===== src/hw/lcd_pkg.sv =====
package lcd_pkg;
   // ---------------------------------------------
   // register map
   // ---------------------------------------------
   localparam logic [15:0] LCD_ADDR_DRIVE_GEN = 16'hFFB0;
   localparam logic [15:0] LCD_ADDR_DISP_MODE = 16'hFFB1;
   localparam logic [15:0] LCD_ADDR_CLK_SEL = 16'hFFB2;
   localparam logic [15:0] LCD_ADDR_DATA_FIRST = 16'hFA40;
   localparam logic [15:0] LCD_ADDR_DATA_LAST = 16'hFA55;
   localparam logic [7:0] LCD_RESET_VALUE = 8'h00;
   localparam logic [7:0] LCD_DRIVE_GEN_MASK = 8'h30;
   localparam logic [7:0] LCD_DISP_MODE_MASK = 8'hD7;
   localparam logic [7:0] LCD_CLK_SEL_MASK = 8'h77;
   // ---------------------------------------------
   // field positions
   // ---------------------------------------------
   localparam int LCD_BIT_DISPLAY_ON = 7;
   localparam int LCD_BIT_PIN_OUTPUT_CTRL = 6;
   localparam int LCD_BIT_GATE_BOOST = 4;
   localparam int LCD_POS_VMETHOD = 4;
   localparam int LCD_POS_SRC_SEL = 4;
   localparam int LCD_DIV_BASE_EXP = 4;
   localparam int LCD_NUM_SEG = 22;
   localparam int LCD_NUM_COM = 8;
   // ---------------------------------------------
   // codes
   // ---------------------------------------------
   localparam logic [1:0] LCD_VM_EXTERNAL = 2'h0;
   localparam logic [1:0] LCD_VM_INT_NOSTEP = 2'h1;
   localparam logic [1:0] LCD_VM_INT_STEP = 2'h2;
   localparam logic [2:0] LCD_MODE_8SLICE = 3'h7;
   localparam logic [2:0] LCD_MODE_4SLICE = 3'h0;
   localparam logic [2:0] LCD_MODE_3SLICE_B3 = 3'h1;
   localparam logic [2:0] LCD_MODE_2SLICE = 3'h2;
   localparam logic [2:0] LCD_MODE_3SLICE_B2 = 3'h3;
   localparam logic [2:0] LCD_MODE_STATIC = 3'h4;
   localparam logic [2:0] LCD_SRC_XT = 3'h0;
   localparam logic [2:0] LCD_SRC_PRS6 = 3'h1;
   localparam logic [2:0] LCD_SRC_PRS7 = 3'h2;
   localparam logic [2:0] LCD_SRC_PRS8 = 3'h3;
   localparam logic [2:0] LCD_SRC_RL3 = 3'h4;
   localparam logic [2:0] LCD_DIV_MAX_CODE = 3'h5;

   // ---------------------------------------------
   // bundles
   // ---------------------------------------------
   typedef struct packed {
      logic [15:0] addr;
      logic [7:0] wdata;
      logic wr;
      logic rd;
      logic bit_op;
      logic [2:0] bit_sel;
   } lcd_bus_req_t;

   // pad drive per pin: drive level code only; output enables are separate vectors
   typedef enum logic [1:0] {LCD_LVL_GND, LCD_LVL_DESEL, LCD_LVL_SEL_A, LCD_LVL_SEL_B} lcd_level_t;

   typedef struct packed {
      logic [2:0] slices;
      logic [2:0] last_slot;
      logic is_static;
      logic bias_quarter;
      logic legal;
   } lcd_mode_info_t;
endpackage


===== src/hw/lcd_clk_div.sv =====
`timescale 1ns/1ps
`default_nettype none
module lcd_clk_div
   import lcd_pkg::*;
#(
   parameter int CNT_W = 18
) (
   // clock and reset
   input wire logic clk_in,
   input wire logic reset_n_in,
   // source ticks, already on clk_in
   input wire logic xt_tick_in,
   input wire logic prs_tick_in,
   input wire logic rl_tick_in,
   // selection
   input wire logic [2:0] src_sel_in,
   input wire logic [2:0] div_sel_in,
   // divided clock tick
   output logic slot_tick_out
);
   if (CNT_W < 18) begin
      $error("lcd_clk_div: CNT_W too small");
   end

   logic [CNT_W-1:0] prs_cnt_reg, prs_cnt_next;
   logic [2:0] rl_cnt_reg, rl_cnt_next;
   logic [9:0] lcd_cnt_reg, lcd_cnt_next;
   logic slot_tick_reg, slot_tick_next;
   logic src_tick;
   logic [3:0] exp;

   // ---------------------------------------------
   // source and divided clock
   // ---------------------------------------------
   always_comb begin
      prs_cnt_next = prs_cnt_reg;
      rl_cnt_next = rl_cnt_reg;
      lcd_cnt_next = lcd_cnt_reg;
      slot_tick_next = 1'b0;
      src_tick = 1'b0;
      exp = 4'(LCD_DIV_BASE_EXP) + {1'b0, div_sel_in};
      if (prs_tick_in) prs_cnt_next = prs_cnt_reg + 1'b1;
      if (rl_tick_in) rl_cnt_next = rl_cnt_reg + 1'b1;
      case (src_sel_in) // RULE15
         LCD_SRC_XT: src_tick = xt_tick_in;
         LCD_SRC_PRS6: src_tick = prs_tick_in && (prs_cnt_reg[5:0] == 6'h3F);
         LCD_SRC_PRS7: src_tick = prs_tick_in && (prs_cnt_reg[6:0] == 7'h7F);
         LCD_SRC_PRS8: src_tick = prs_tick_in && (prs_cnt_reg[7:0] == 8'hFF);
         LCD_SRC_RL3: src_tick = rl_tick_in && (rl_cnt_reg == 3'h7);
         default: src_tick = 1'b0;
      endcase
      if (src_tick && (div_sel_in <= LCD_DIV_MAX_CODE)) begin // RULE16
         lcd_cnt_next = lcd_cnt_reg + 1'b1;
         if ((lcd_cnt_reg & ((10'h001 << exp) - 10'h001)) == ((10'h001 << exp) - 10'h001))
            slot_tick_next = 1'b1;
      end
   end

   always_ff @(posedge clk_in or negedge reset_n_in) begin
      if (!reset_n_in) begin
         prs_cnt_reg <= '0;
         rl_cnt_reg <= 3'h0;
         lcd_cnt_reg <= 10'h000;
         slot_tick_reg <= 1'b0;
      end else begin
         prs_cnt_reg <= prs_cnt_next;
         rl_cnt_reg <= rl_cnt_next;
         lcd_cnt_reg <= lcd_cnt_next;
         slot_tick_reg <= slot_tick_next;
      end
   end

   assign slot_tick_out = slot_tick_reg;
endmodule
`default_nettype wire


===== src/hw/lcd_ctrl.sv =====
// Functional notes
// RULE1: drive generator mode register at FFB0, bit or byte writes, resets to 00.
// RULE2: bits 5:4 pick external, internal, or internal step-down division; others prohibited.
// RULE3: software writes zero to unused drive generator bits.
// RULE4: display mode control register at FFB1, bit or byte writes, resets to 00.
// RULE5: display off holds every segment at deselect; on shows memory.
// RULE6: pin control 0 grounds all pins; 1 gives deselect segments and common waveform.
// RULE7: bit 4 turns gate voltage boosting on or off.
// RULE8: bits 2:0 choose 8, 4, 3, 2, 3 slices or static with bias.
// RULE9: software writes zero to bits 3 and 5 of display mode.
// RULE10: 22 segments and 8 commons; low segments, high commons share pins.
// RULE11: upper four commons act only in eight-slice mode.
// RULE12: quarter bias turns shared pin into fourth reference input.
// RULE13: software should clear pin control and boost when display unused.
// RULE14: clock select register at FFB2, bit or byte writes, resets to 00.
// RULE15: bits 6:4 pick subsystem, divided peripheral, or divided low-speed clock.
// RULE16: bits 2:0 divide source by 2^4 up to 2^9.
// RULE17: software writes zero to bits 3 and 7 of clock select.
// RULE18: frame rate follows divided clock and slice count.
// RULE19: one common slot per divided clock period.
// RULE20: 22 data bytes at FA40; bit n is read in slot n. Code reads bits 0 to 3 only; segments stay at deselect in slots 4 to 7.
// RULE21: static mode drives same common signal on commons 0 to 3.
`timescale 1ns/1ps
`default_nettype none
module lcd_ctrl
   import lcd_pkg::*;
#(
   parameter int NUM_SEG = LCD_NUM_SEG,
   parameter int NUM_COM = LCD_NUM_COM
) (
   // clock and reset
   input wire logic clk_in,
   input wire logic reset_n_in,
   // memory access port
   input wire lcd_bus_req_t bus_req_in,
   output logic [7:0] bus_rdata_out,
   output logic bus_hit_out,
   // clock sources, from other domains
   input wire logic xt_clk_in,
   input wire logic prs_tick_in,
   input wire logic rl_clk_in,
   // segment pins
   output lcd_level_t [NUM_SEG-1:0] segment_level_out,
   output logic [NUM_SEG-1:0] segment_oe_out,
   // common pins
   output lcd_level_t [NUM_COM-1:0] common_level_out,
   output logic [NUM_COM-1:0] common_oe_out,
   // analog and shared pin control
   output logic [1:0] voltage_method_out,
   output logic gate_boost_en_out,
   output logic fourth_ref_sel_out,
   output logic frame_start_out
);
   if (NUM_SEG != LCD_NUM_SEG || NUM_COM != LCD_NUM_COM) begin
      $error("lcd_ctrl: unsupported pin counts");
   end

   function automatic lcd_mode_info_t mode_info(input logic [2:0] code);
      lcd_mode_info_t m;
      m = '{slices: 3'h4, last_slot: 3'h3, is_static: 1'b0, bias_quarter: 1'b0, legal: 1'b1};
      case (code)
         LCD_MODE_8SLICE: m = '{3'h0, 3'h7, 1'b0, 1'b1, 1'b1};
         LCD_MODE_4SLICE: m = '{3'h4, 3'h3, 1'b0, 1'b0, 1'b1};
         LCD_MODE_3SLICE_B3: m = '{3'h3, 3'h2, 1'b0, 1'b0, 1'b1};
         LCD_MODE_2SLICE: m = '{3'h2, 3'h1, 1'b0, 1'b0, 1'b1};
         LCD_MODE_3SLICE_B2: m = '{3'h3, 3'h2, 1'b0, 1'b0, 1'b1};
         LCD_MODE_STATIC: m = '{3'h1, 3'h0, 1'b1, 1'b0, 1'b1};
         default: m.legal = 1'b0;
      endcase
      return m;
   endfunction

   // merge bit or byte write into a register
   function automatic logic [7:0] merge_wr(input logic [7:0] old, input lcd_bus_req_t r, input logic [7:0] mask);
      logic [7:0] v;
      v = r.bit_op ? ((old & ~(8'h01 << r.bit_sel)) | ({7'h00, r.wdata[0]} << r.bit_sel)) : r.wdata;
      return v & mask;
   endfunction

   // ---------------------------------------------
   // clock synchronisers
   // ---------------------------------------------
   logic xt_s1_reg, xt_s2_reg, xt_s3_reg;
   logic rl_s1_reg, rl_s2_reg, rl_s3_reg;
   logic prs_s1_reg, prs_s2_reg;
   always_ff @(posedge clk_in or negedge reset_n_in) begin
      if (!reset_n_in) begin
         {xt_s1_reg, xt_s2_reg, xt_s3_reg} <= 3'h0;
         {rl_s1_reg, rl_s2_reg, rl_s3_reg} <= 3'h0;
         {prs_s1_reg, prs_s2_reg} <= 2'h0;
      end else begin
         xt_s1_reg <= xt_clk_in;
         xt_s2_reg <= xt_s1_reg;
         xt_s3_reg <= xt_s2_reg;
         rl_s1_reg <= rl_clk_in;
         rl_s2_reg <= rl_s1_reg;
         rl_s3_reg <= rl_s2_reg;
         prs_s1_reg <= prs_tick_in;
         prs_s2_reg <= prs_s1_reg;
      end
   end

   logic [7:0] clk_sel_reg, clk_sel_next;
   logic slot_tick;
   lcd_clk_div u_div (
      .clk_in(clk_in),
      .reset_n_in(reset_n_in),
      .xt_tick_in(xt_s2_reg & ~xt_s3_reg),
      .prs_tick_in(prs_s2_reg),
      .rl_tick_in(rl_s2_reg & ~rl_s3_reg),
      .src_sel_in(clk_sel_reg[LCD_POS_SRC_SEL +: 3]),
      .div_sel_in(clk_sel_reg[2:0]),
      .slot_tick_out(slot_tick)
   );

   // ---------------------------------------------
   // registers and display memory
   // ---------------------------------------------
   logic [7:0] drive_gen_reg, drive_gen_next;
   logic [7:0] disp_mode_reg, disp_mode_next;
   logic [7:0] data_mem [NUM_SEG];
   logic [7:0] rdata_reg, rdata_next;
   logic hit_reg, hit_next;
   logic data_hit;
   logic [4:0] data_idx;

   always_comb begin
      drive_gen_next = drive_gen_reg;
      disp_mode_next = disp_mode_reg;
      clk_sel_next = clk_sel_reg;
      data_idx = 5'(bus_req_in.addr - LCD_ADDR_DATA_FIRST);
      data_hit = (bus_req_in.addr >= LCD_ADDR_DATA_FIRST) && (bus_req_in.addr <= LCD_ADDR_DATA_LAST);
      rdata_next = 8'h00;
      hit_next = 1'b0;
      case (bus_req_in.addr)
         LCD_ADDR_DRIVE_GEN: begin
            hit_next = bus_req_in.wr | bus_req_in.rd;
            rdata_next = drive_gen_reg;
            if (bus_req_in.wr) drive_gen_next = merge_wr(drive_gen_reg, bus_req_in, LCD_DRIVE_GEN_MASK); // RULE1 RULE3
         end
         LCD_ADDR_DISP_MODE: begin
            hit_next = bus_req_in.wr | bus_req_in.rd;
            rdata_next = disp_mode_reg;
            if (bus_req_in.wr) disp_mode_next = merge_wr(disp_mode_reg, bus_req_in, LCD_DISP_MODE_MASK); // RULE4 RULE9
         end
         LCD_ADDR_CLK_SEL: begin
            hit_next = bus_req_in.wr | bus_req_in.rd;
            rdata_next = clk_sel_reg;
            if (bus_req_in.wr) clk_sel_next = merge_wr(clk_sel_reg, bus_req_in, LCD_CLK_SEL_MASK); // RULE14 RULE17
         end
         default: begin
            hit_next = data_hit & (bus_req_in.wr | bus_req_in.rd);
            rdata_next = data_hit ? data_mem[data_idx] : 8'h00;
         end
      endcase
   end

   always_ff @(posedge clk_in or negedge reset_n_in) begin
      if (!reset_n_in) begin
         drive_gen_reg <= LCD_RESET_VALUE;
         disp_mode_reg <= LCD_RESET_VALUE;
         clk_sel_reg <= LCD_RESET_VALUE;
         rdata_reg <= 8'h00;
         hit_reg <= 1'b0;
      end else begin
         drive_gen_reg <= drive_gen_next;
         disp_mode_reg <= disp_mode_next;
         clk_sel_reg <= clk_sel_next;
         rdata_reg <= rdata_next;
         hit_reg <= hit_next;
      end
   end

   // display memory, plain RAM with no reset
   always_ff @(posedge clk_in) begin
      if (bus_req_in.wr && data_hit) // RULE20
         data_mem[data_idx] <= merge_wr(data_mem[data_idx], bus_req_in, 8'hFF);
   end

   // ---------------------------------------------
   // slot sequencer
   // ---------------------------------------------
   lcd_mode_info_t mode;
   logic [2:0] slot_reg, slot_next;
   logic phase_reg, phase_next;
   logic frame_reg, frame_next;
   logic disp_on, pin_en;

   always_comb begin
      mode = mode_info(disp_mode_reg[2:0]); // RULE8
      disp_on = disp_mode_reg[LCD_BIT_DISPLAY_ON];
      pin_en = disp_mode_reg[LCD_BIT_PIN_OUTPUT_CTRL];
      slot_next = slot_reg;
      phase_next = phase_reg;
      frame_next = 1'b0;
      if (slot_tick && mode.legal) begin // RULE19
         if (slot_reg >= mode.last_slot) begin // RULE18
            slot_next = 3'h0;
            phase_next = ~phase_reg;
            frame_next = 1'b1;
         end else begin
            slot_next = slot_reg + 3'h1;
         end
      end
   end

   always_ff @(posedge clk_in or negedge reset_n_in) begin
      if (!reset_n_in) begin
         slot_reg <= 3'h0;
         phase_reg <= 1'b0;
         frame_reg <= 1'b0;
      end else begin
         slot_reg <= slot_next;
         phase_reg <= phase_next;
         frame_reg <= frame_next;
      end
   end

   // ---------------------------------------------
   // pin levels
   // ---------------------------------------------
   lcd_level_t [NUM_SEG-1:0] seg_next, seg_reg;
   lcd_level_t [NUM_COM-1:0] com_next, com_reg;
   logic [NUM_SEG-1:0] seg_oe_reg;
   logic [NUM_COM-1:0] com_oe_next, com_oe_reg;
   lcd_level_t sel_lvl;

   always_comb begin
      sel_lvl = phase_reg ? LCD_LVL_SEL_B : LCD_LVL_SEL_A;
      com_oe_next = {NUM_COM{1'b1}};
      for (int s = 0; s < NUM_SEG; s++) begin
         seg_next[s] = LCD_LVL_GND; // RULE6
         if (pin_en) begin
            seg_next[s] = LCD_LVL_DESEL;
            if (disp_on && data_mem[s][slot_reg[1:0]] && slot_reg < 3'h4) seg_next[s] = sel_lvl; // RULE5 RULE20
         end
      end
      for (int c = 0; c < NUM_COM; c++) begin
         com_next[c] = LCD_LVL_GND; // RULE6
         if (pin_en) begin
            com_next[c] = LCD_LVL_DESEL;
            if (mode.is_static && c < 4) com_next[c] = sel_lvl; // RULE21
            else if (slot_reg == 3'(c)) com_next[c] = sel_lvl;
         end
         if (c >= 4 && !mode.bias_quarter) begin // RULE10 RULE11
            com_next[c] = LCD_LVL_GND;
            com_oe_next[c] = 1'b0;
         end
      end
   end

   always_ff @(posedge clk_in or negedge reset_n_in) begin
      if (!reset_n_in) begin
         seg_reg <= '{default: LCD_LVL_GND};
         com_reg <= '{default: LCD_LVL_GND};
         seg_oe_reg <= '0;
         com_oe_reg <= '0;
         voltage_method_out <= LCD_VM_EXTERNAL;
         gate_boost_en_out <= 1'b0;
         fourth_ref_sel_out <= 1'b0;
         frame_start_out <= 1'b0;
      end else begin
         seg_reg <= seg_next;
         com_reg <= com_next;
         seg_oe_reg <= {NUM_SEG{1'b1}};
         com_oe_reg <= com_oe_next;
         voltage_method_out <= drive_gen_reg[LCD_POS_VMETHOD +: 2]; // RULE2
         gate_boost_en_out <= disp_mode_reg[LCD_BIT_GATE_BOOST]; // RULE7 RULE13
         fourth_ref_sel_out <= mode.bias_quarter; // RULE12
         frame_start_out <= frame_reg;
      end
   end

   assign segment_level_out = seg_reg;
   assign common_level_out = com_reg;
   assign segment_oe_out = seg_oe_reg;
   assign common_oe_out = com_oe_reg;
   assign bus_rdata_out = rdata_reg;
   assign bus_hit_out = hit_reg;
endmodule
`default_nettype wire


===== config.mk =====
export PLATFORM = sky130hd
export DESIGN_NAME = lcd_ctrl
export DESIGN_NICKNAME = d
export VERILOG_FILES = /design/src/hw/lcd_pkg.sv /design/src/hw/lcd_clk_div.sv /design/src/hw/lcd_ctrl.sv
export SDC_FILE = /design/constraint.sdc
export NUM_CORES = 1
export LEC_CHECK = 0
export ABC_AREA = 1
export BUFFER_PORTS_ARGS = -buffer_cell sky130_fd_sc_hd__buf_2
export CORE_MARGIN = 2
export CORE_UTILIZATION = 57
export CTS_CLUSTER_SIZE = 30
export DETAILED_ROUTE_END_ITERATION = 6
export PLACE_DENSITY = 0.77
export SLEW_MARGIN = 10
export SYNTH_ARGS = -nofsm -noshare
export SYNTH_HDL_FRONTEND = slang
export SYNTH_SLANG_ARGS = --single-unit

===== constraint.sdc =====
create_clock -name clk_in -period 2.6 [get_ports clk_in]
set_clock_uncertainty 0.1 [all_clocks]
set_input_delay 0.26 -clock clk_in [delete_from_list [all_inputs] [get_ports clk_in]]
set_output_delay 0.26 -clock clk_in [all_outputs]
set_load 0.02 [all_outputs]

==> metrics.md, run 1 <==
| Metric | Value |
|---|---|
| Clk root buf | clkbuf_16 |
| CP max stage cell | clkinv_1 |
| CP arrival | 2.52 ns |
| Final Setup Violations | 0 |
| Post_cts resized | 0 |
| EDFF count, synth | 256 |
| Status | finished, final reports clean |
| TNS Setup | 0 ns |
| Antenna violations before repair | 1 |
| Largest net degree at the start of global routing | 125 |
| DR DRC count | 0 |
| Die area | 30000 um^2 |
| Yosys warns | 0 |
| Most common cell after layout, fill and taps aside | nand2_1 |
| Class of the worst hold path | primary input to flop |
| Data required time of the critical path | 2.95 ns |
| WL final | 41800 um |
| Max FFs per register | 256 |
| Clock Sinks | 380 |
| Ports | 139 |
| Tmin final | 2.17 ns |
| Placed cells | 2072 |
| Maximum VDD drop | 0.552 mV |
| Via count | 12100 |
| Violation count after the first detailed-route iteration | 1377 |
| Htree depth | 2 |
| Seq cells post-synth | 380 |
| Fin. max-slew vios | 0 |
| Grt total ovfl | 0 |
| Largest Register | data_mem |
| Tcrit/Tclk final | 83.3% |
| CTS Buf Count | 39 |
| Vias in the first global route | 11700 |
| CP Class | flop to flop |
| Largest area contributor in the netlist | edfxtp_1 |
| Synth Cell Area | 16300 um^2 |
| Power per Cell Area | 682 nW/um^2 |
| Port Buffer Count | 138 |
| Most frequent cells in the layout | 336 x nand2_1, 256 x edfxtp_1, 138 x nor2_1 |
| Row cnt | 61 |
| Top-area cell type share of the netlist area | 47.1% |
| Area Growth Syn to Fin | 17.6% |
| CP most frequent cell | nand2_1 |
| Initial Util | 58.2% |
| Share of flip-flops with an asynchronous set or reset | 32.6% |
| Worst Path Max Fanout | 39 |
| WL per Instance | 19.5 um |
| Clock Latency Late Sink | 0.53 ns |
| Nets@finish | 1791 |
| Non-Filler Instances | 2146 |
| Peak per-stage delay on the critical path | 0.42 ns |
| First-pass GRT wire length | 64900 um |
| RSZ-0062 raised after global routing | no |
| CP startpoint kind | flop |
| Worst-Margin Slew | 0.611 ns |
| Total chip power | 0.0131 W |
| Post-CTS Setup Inserts | 0 |
| Dominant cells by area after synthesis | edfxtp_1 47%, dfrtp_1 19%, nand2_1 7.7% |
| DRT antenna net count | 0 |
| Core area | 28000 um^2 |
| DRT Pass-1 Iters | 5 |
| Delay-heaviest family, CP | buffers and inverters |
| Vias/cell | 5.66 |
| P_leak | 8.60 nW |
| Fillers | 2043 |
| Seq/Total Area, Yosys | 66.2% |
| Hold violation count in the final report | 0 |
| Clock tree buffer depth | 3 |
| Syn avg cell area | 10.9 um^2 |
| Final core occ | 68.5% |
| Worst hold margin | 0.0548 ns |
| Buf/Inv on CP | 2 |
| Fmax | 462 MHz |
| Die height | 173 um |
| Post-synth cell types | 49 |
| Relative slew slack | 59.3% |
| Ys flop type | edfxtp_1 |
| GR Util All Layers | 28.0% |
| Clock-pin slew of the registers on the worst-case setup and hold paths | 0.06 ns |
| Critical path cell sequence | buf_4 > clkinv_1 > ha_1 > nand2_1 > nand2_1 > a21oi_1 |
| DP Wirelength | 28600 um |
| CTS tree | built |
| Layout cells sized above 1 | 17.1% |
| Max_cap viols | 0 |
| GPL Wtd Cong | 0.988 |
| Synth Instances | 1501 |
| Die Width | 173 um |
| Element type at the critical path end | flop |
| Ant. Diodes | 0 |
-- metrics by stage --
step | area (um^2) | setup slack [ns]
after floorplan | 16600 | 0.0751
after global placement | 17900 | 0.276
after detailed placement | 17900 | 0.233
after CTS | 19200 | 0.467
after global routing | 19200 | 0.289
final | 19200 | 0.433
-- layout make-up --
type | count | area, um^2 | share of cell area [%]
clock inverter | 10 | 51.3 | 0.267
clock buffer | 58 | 1170 | 6.09
inverter | 119 | 460 | 2.40
multi-input combinational | 992 | 4820 | 25.1
timing repair buffer | 209 | 1420 | 7.38
sequential | 380 | 10800 | 56.3
tap | 378 | 473 | 2.47
-- synthesized netlist by cell type, types with 2 or more instances --
cell type    n
edfxtp_1   256
o22ai_1     14
dfrtp_1    124
xnor2_1      8
buf_1        3
nor2_4       5
clkinv_1     2
nand3_1     64
nand4_1     52
inv_1      109
xor2_1      11
ha_1        15
buf_6        5
inv_2        4
o2111ai_1    2
buf_2       21
inv_4        2
nor3_1      14
conb_1       2
nor2_1     138
or2_2        5
nand2_1    336
nor2_2       4
nand2_2      3
nand2_4     11
clkbuf_1    24
o21ai_0    110
a22oi_1     24
a21oi_1     56
a31oi_1      4
and2_1       9
o21a_1       2
buf_4       37
o21ai_1     10
-- per-layer routing --
layer / GRT usage (%) / part of all wire [%] / vias to the layer above
met1: 37.9 / 39 / 5753
met3: 4.71 / 9.8 / 134
met2: 44.8 / 46 / 764
li1: - / - / 5491
met5: 0 / 0.024 / -
met4: 13.1 / 4.8 / 2
-- worst paths after layout --
kind / from / endpoint / slack [ns] / cells after the start
hold / removal: bus_req_in[5] / drive_gen_reg[5] / 0.05 / 3
setup reg to reg: slot_reg[1] / common_level_out[2] / 0.43 / 6
max in group asynchronous: reset_n_in / segment_level_out[35] / 1.69 / 3
hold reg to reg: rl_s1_reg / rl_s2_reg / 0.25 / 0
min in group asynchronous: reset_n_in / u_div.prs_cnt_reg[1] / 0.28 / 3
setup / recovery: slot_reg[1] / common_level_out[2] / 0.43 / 6
-- cells by family after synthesis --
family          count (synthesis)  synth area share, %
xor+xnor                       19                 1.02
simple gates                  645                 17.5
fa+ha+maj                      15                 1.15
flops                         380                 66.2
buf+inv                       209                 6.14
compound gates                231                 7.98
other cells                     2               0.0461
-- power by group --
group | leakage (nW) | total, W | switching (W) | internal, W
registers | 4.05 | 0.00685 | 0.000103 | 0.00675
logic | 3.94 | 0.000948 | 0.000645 | 0.000303
clock network | 0.608 | 0.00529 | 0.00219 | 0.00310
-- tightest hold or removal path: cells and delay by family --
family                 cells  cell delay (ns)
AO/OA/AOI/OAI              1             0.07
AND/OR/NAND/NOR            1             0.14
buffers and inverters      1             0.17
-- repair_timing --
item / 4_1_cts / 5_1_grt
hold buffers: 6 / 0
endpoints found under the setup margin: 0 / 0
endpoints found under the hold margin: 130 / 0
Note: power is estimated with default switching activity, not from simulation.
==> run 2, diff against run 1 <==
- clock period: 2.6 -> 2 ns (I/O delays scaled with it)
==> run 2 against run 1 <==
Register-to-register slack lost 0.40 ns. Clock power grew 37%. Sequential power is 30% higher. Sequential share of layout area shrank 2.0 points. Combinational power grew 47%. Final cell count rose by 3.0%. Core utilization grew 2.5 points. Cell area increased by 3.7%. Critical path depth rose by 4. Count of clock-buffer cells in the layout down 13. Worst hold slack worse by 0.011 ns. Critical path type unchanged. Critical endpoint is now slot_reg[2].
==> metrics.md, run 2 (synthesis gave the netlist of run 1 again) <==
| Metric | Value |
|---|---|
| Core area | 28000 um^2 (unchanged) |
| Largest net degree at the start of global routing | 125 (unchanged) |
| FF-to-FF Start | disp_mode_reg[1] |
| Vias in the first global route | 12000 (+3.1%) |
| Largest Register | data_mem |
| CP arrival | 2.30 ns (-0.22 ns) |
| WL final | 43900 um (+5.1%) |
| First-pass GRT wire length | 67500 um (+4.0%) |
| DRT Pass-1 Iters | 6 (+1) |
| Clock Sinks | 380 (unchanged) |
| Dpl cell area | 18400 um^2 (+3.0%) |
| P_leak | 8.97 nW (+4.3%) |
| Peak per-stage delay on the critical path | 0.43 ns (about the same) |
| Power per Cell Area | 881 nW/um^2 (+29%) |
| Relative slew slack | 57.6% (-1.7 points) |
| Antenna violations before repair | 0 (-1) |
| Crit path launch | disp_mode_reg[1] |
| RSZ-0062 raised after global routing | yes |
| Ant. Diodes | 0 (unchanged) |
| Initial Util | 58.2% (unchanged) |
| Die height | 173 um (unchanged) |
| Data required time of the critical path | 2.33 ns (-0.62 ns) |
| Port Buffer Count | 138 (unchanged) |
| CTS tree | built |
| Worst Path Max Fanout | 4 (-90%) |
| Grt total ovfl | 0 (unchanged) |
| Vias/cell | 5.62 (-0.72%) |
| Final Setup Violations | 0 (unchanged) |
| Clock-pin slew of the registers on the worst-case setup and hold paths | 0.06 ns (about the same) |
| Hold Crit Start | bus_req_in[7] |
| Worst r2r dst | slot_reg[2] |
| CP startpoint kind | flop |
| CTS Buf Count | 38 (-2.6%) |
| Reg2reg setup slack | 0.03 ns (-0.40 ns) |
| Row cnt | 61 (unchanged) |
| Ports | 139 (unchanged) |
| Violation count after the first detailed-route iteration | 1454 (+5.6%) |
| Hold violation count in the final report | 0 (unchanged) |
| Htree depth | 2 (unchanged) |
| WL per Instance | 19.9 um (+2.0%) |
| DRT antenna net count | 0 (unchanged) |
| Worst-Margin Slew | 0.636 ns (+0.0248 ns) |
| CP endpoint | slot_reg[2] |
| CP max stage cell | dfrtp_1 |
| GPL Wtd Cong | 0.935 (-5.4%) |
| Layout cells sized above 1 | 20.7% (+3.7 points) |
| Element type at the critical path end | flop |
| Critical path cell sequence | buf_6 > a21oi_2 > nor2_1 > ha_1 > nand2_1 > o21ai_1 > a31oi_1 > buf_4 > nand2_4 > o22ai_2 |
| Nets@finish | 1853 (+3.5%) |
| Max FFs per register | 256 (unchanged) |
| Fillers | 1937 (-5.2%) |
| Tcrit/Tclk final | 98.4% (+15 points) |
| Clock Latency Late Sink | 0.53 ns (about the same) |
| DR DRC count | 0 (unchanged) |
| CP Class | flop to flop |
| Die Width | 173 um (unchanged) |
| Maximum VDD drop | 0.614 mV (+11%) |
| Tmin final | 1.97 ns (-0.199 ns) |
| Final core occ | 71.0% (+2.5 points) |
| TNS Setup | 0 ns (unchanged) |
| Clk root buf | clkbuf_16 |
| Die area | 30000 um^2 (unchanged) |
| Most frequent cells in the layout | 334 x nand2_1, 256 x edfxtp_1, 137 x buf_2 |
| Setup ws final | 0.0324 ns (-0.401 ns) |
| Area Growth Syn to Fin | 22.0% |
| Max_cap viols | 0 (unchanged) |
| Clock tree buffer depth | 3 (unchanged) |
| Status | finished, final reports clean |
| Fmax | 508 MHz (+10%) |
| Worst hold margin | 0.0435 ns (-0.0113 ns) |
| R2r worst-path depth | 10 (+4) |
| Class of the worst hold path | primary input to flop |
| Fin area | 19900 um^2 (+3.7%) |
| Most common cell after layout, fill and taps aside | nand2_1 |
| DP Wirelength | 30300 um (+6.2%) |
| Pre-CTS setup slack | -0.277 ns (-0.510 ns) |
| Via count | 12400 (+2.2%) |
| Fin. max-slew vios | 0 (unchanged) |
| GR Util All Layers | 29.2% (+1.1 points) |
==> run 2: final cells by class <==
type | instances | area (um^2) | share of cell area (%)
clock buffer | 45 | 1000 | 5.04
clock inverter | 24 | 267 | 1.34
inverter | 119 | 460 | 2.32
multi-input combinational | 992 | 4890 | 24.6
sequential | 380 | 10800 | 54.3
tap | 378 | 473 | 2.38
timing repair buffer | 272 | 2010 | 10.1
==> run 2: worst min path at each step <==
stage	end	slack (ns)	depth (start not counted)
floorplan	bus_hit_out	-0.20	0
global placement	xt_s1_reg	0.21	1
detailed placement	xt_s1_reg	0.21	1
CTS	disp_mode_reg[1]	0.03	4
global route	disp_mode_reg[1]	0.06	4
finish	disp_mode_reg[1]	0.04	4
==> run 2: power breakdown <==
| group | switching (W) | internal, W |
|---|---|---|
| sequential | 0.000127 | 0.00877 |
| combinational | 0.000913 | 0.000477 |
| clock | 0.00298 | 0.00426 |
==> run 2: layer usage <==
layer | vias up | part of all wire (%) | routed length [um] | GRT usage (%)
met3 | 121 | 9.4 | 4130 | 4.77
met1 | 5929 | 40 | 17400 | 39.8
li1 | 5621 | - | - | -
met4 | 0 | 4.1 | 1800 | 11.4
met5 | - | 0 | 0 | 0
met2 | 745 | 47 | 20600 | 47.4
==> run 2: through the flow <==
stage / total power, W / instances
floorplan: 0.00976 / 1581
global placement: 0.0103 / 2129
detailed placement: 0.0104 / 2129
CTS: 0.0176 / 2208
global route: 0.0180 / 2210
finish: 0.0175 / 2210
==> run 2: worst max-delay path, delay by kind of cell (launching register included) <==
| family | cells | cell delay (ns) |
|---|---|---|
| buffers and inverters | 2 | 0.32 |
| AND/OR/NAND/NOR | 3 | 0.20 |
| AO/OA/AOI/OAI | 4 | 0.52 |
| adder cells (fa/ha/maj) | 1 | 0.31 |
| flip-flops | 1 | 0.43 |
==> run 2: timing repair <==
action	CTS	global route
hold buffers	6	0
setup buffers	4	2
endpoints found under the setup margin	4	27
gates resized for setup	1	18
pin swaps	1	8
endpoints found under the hold margin	130	0
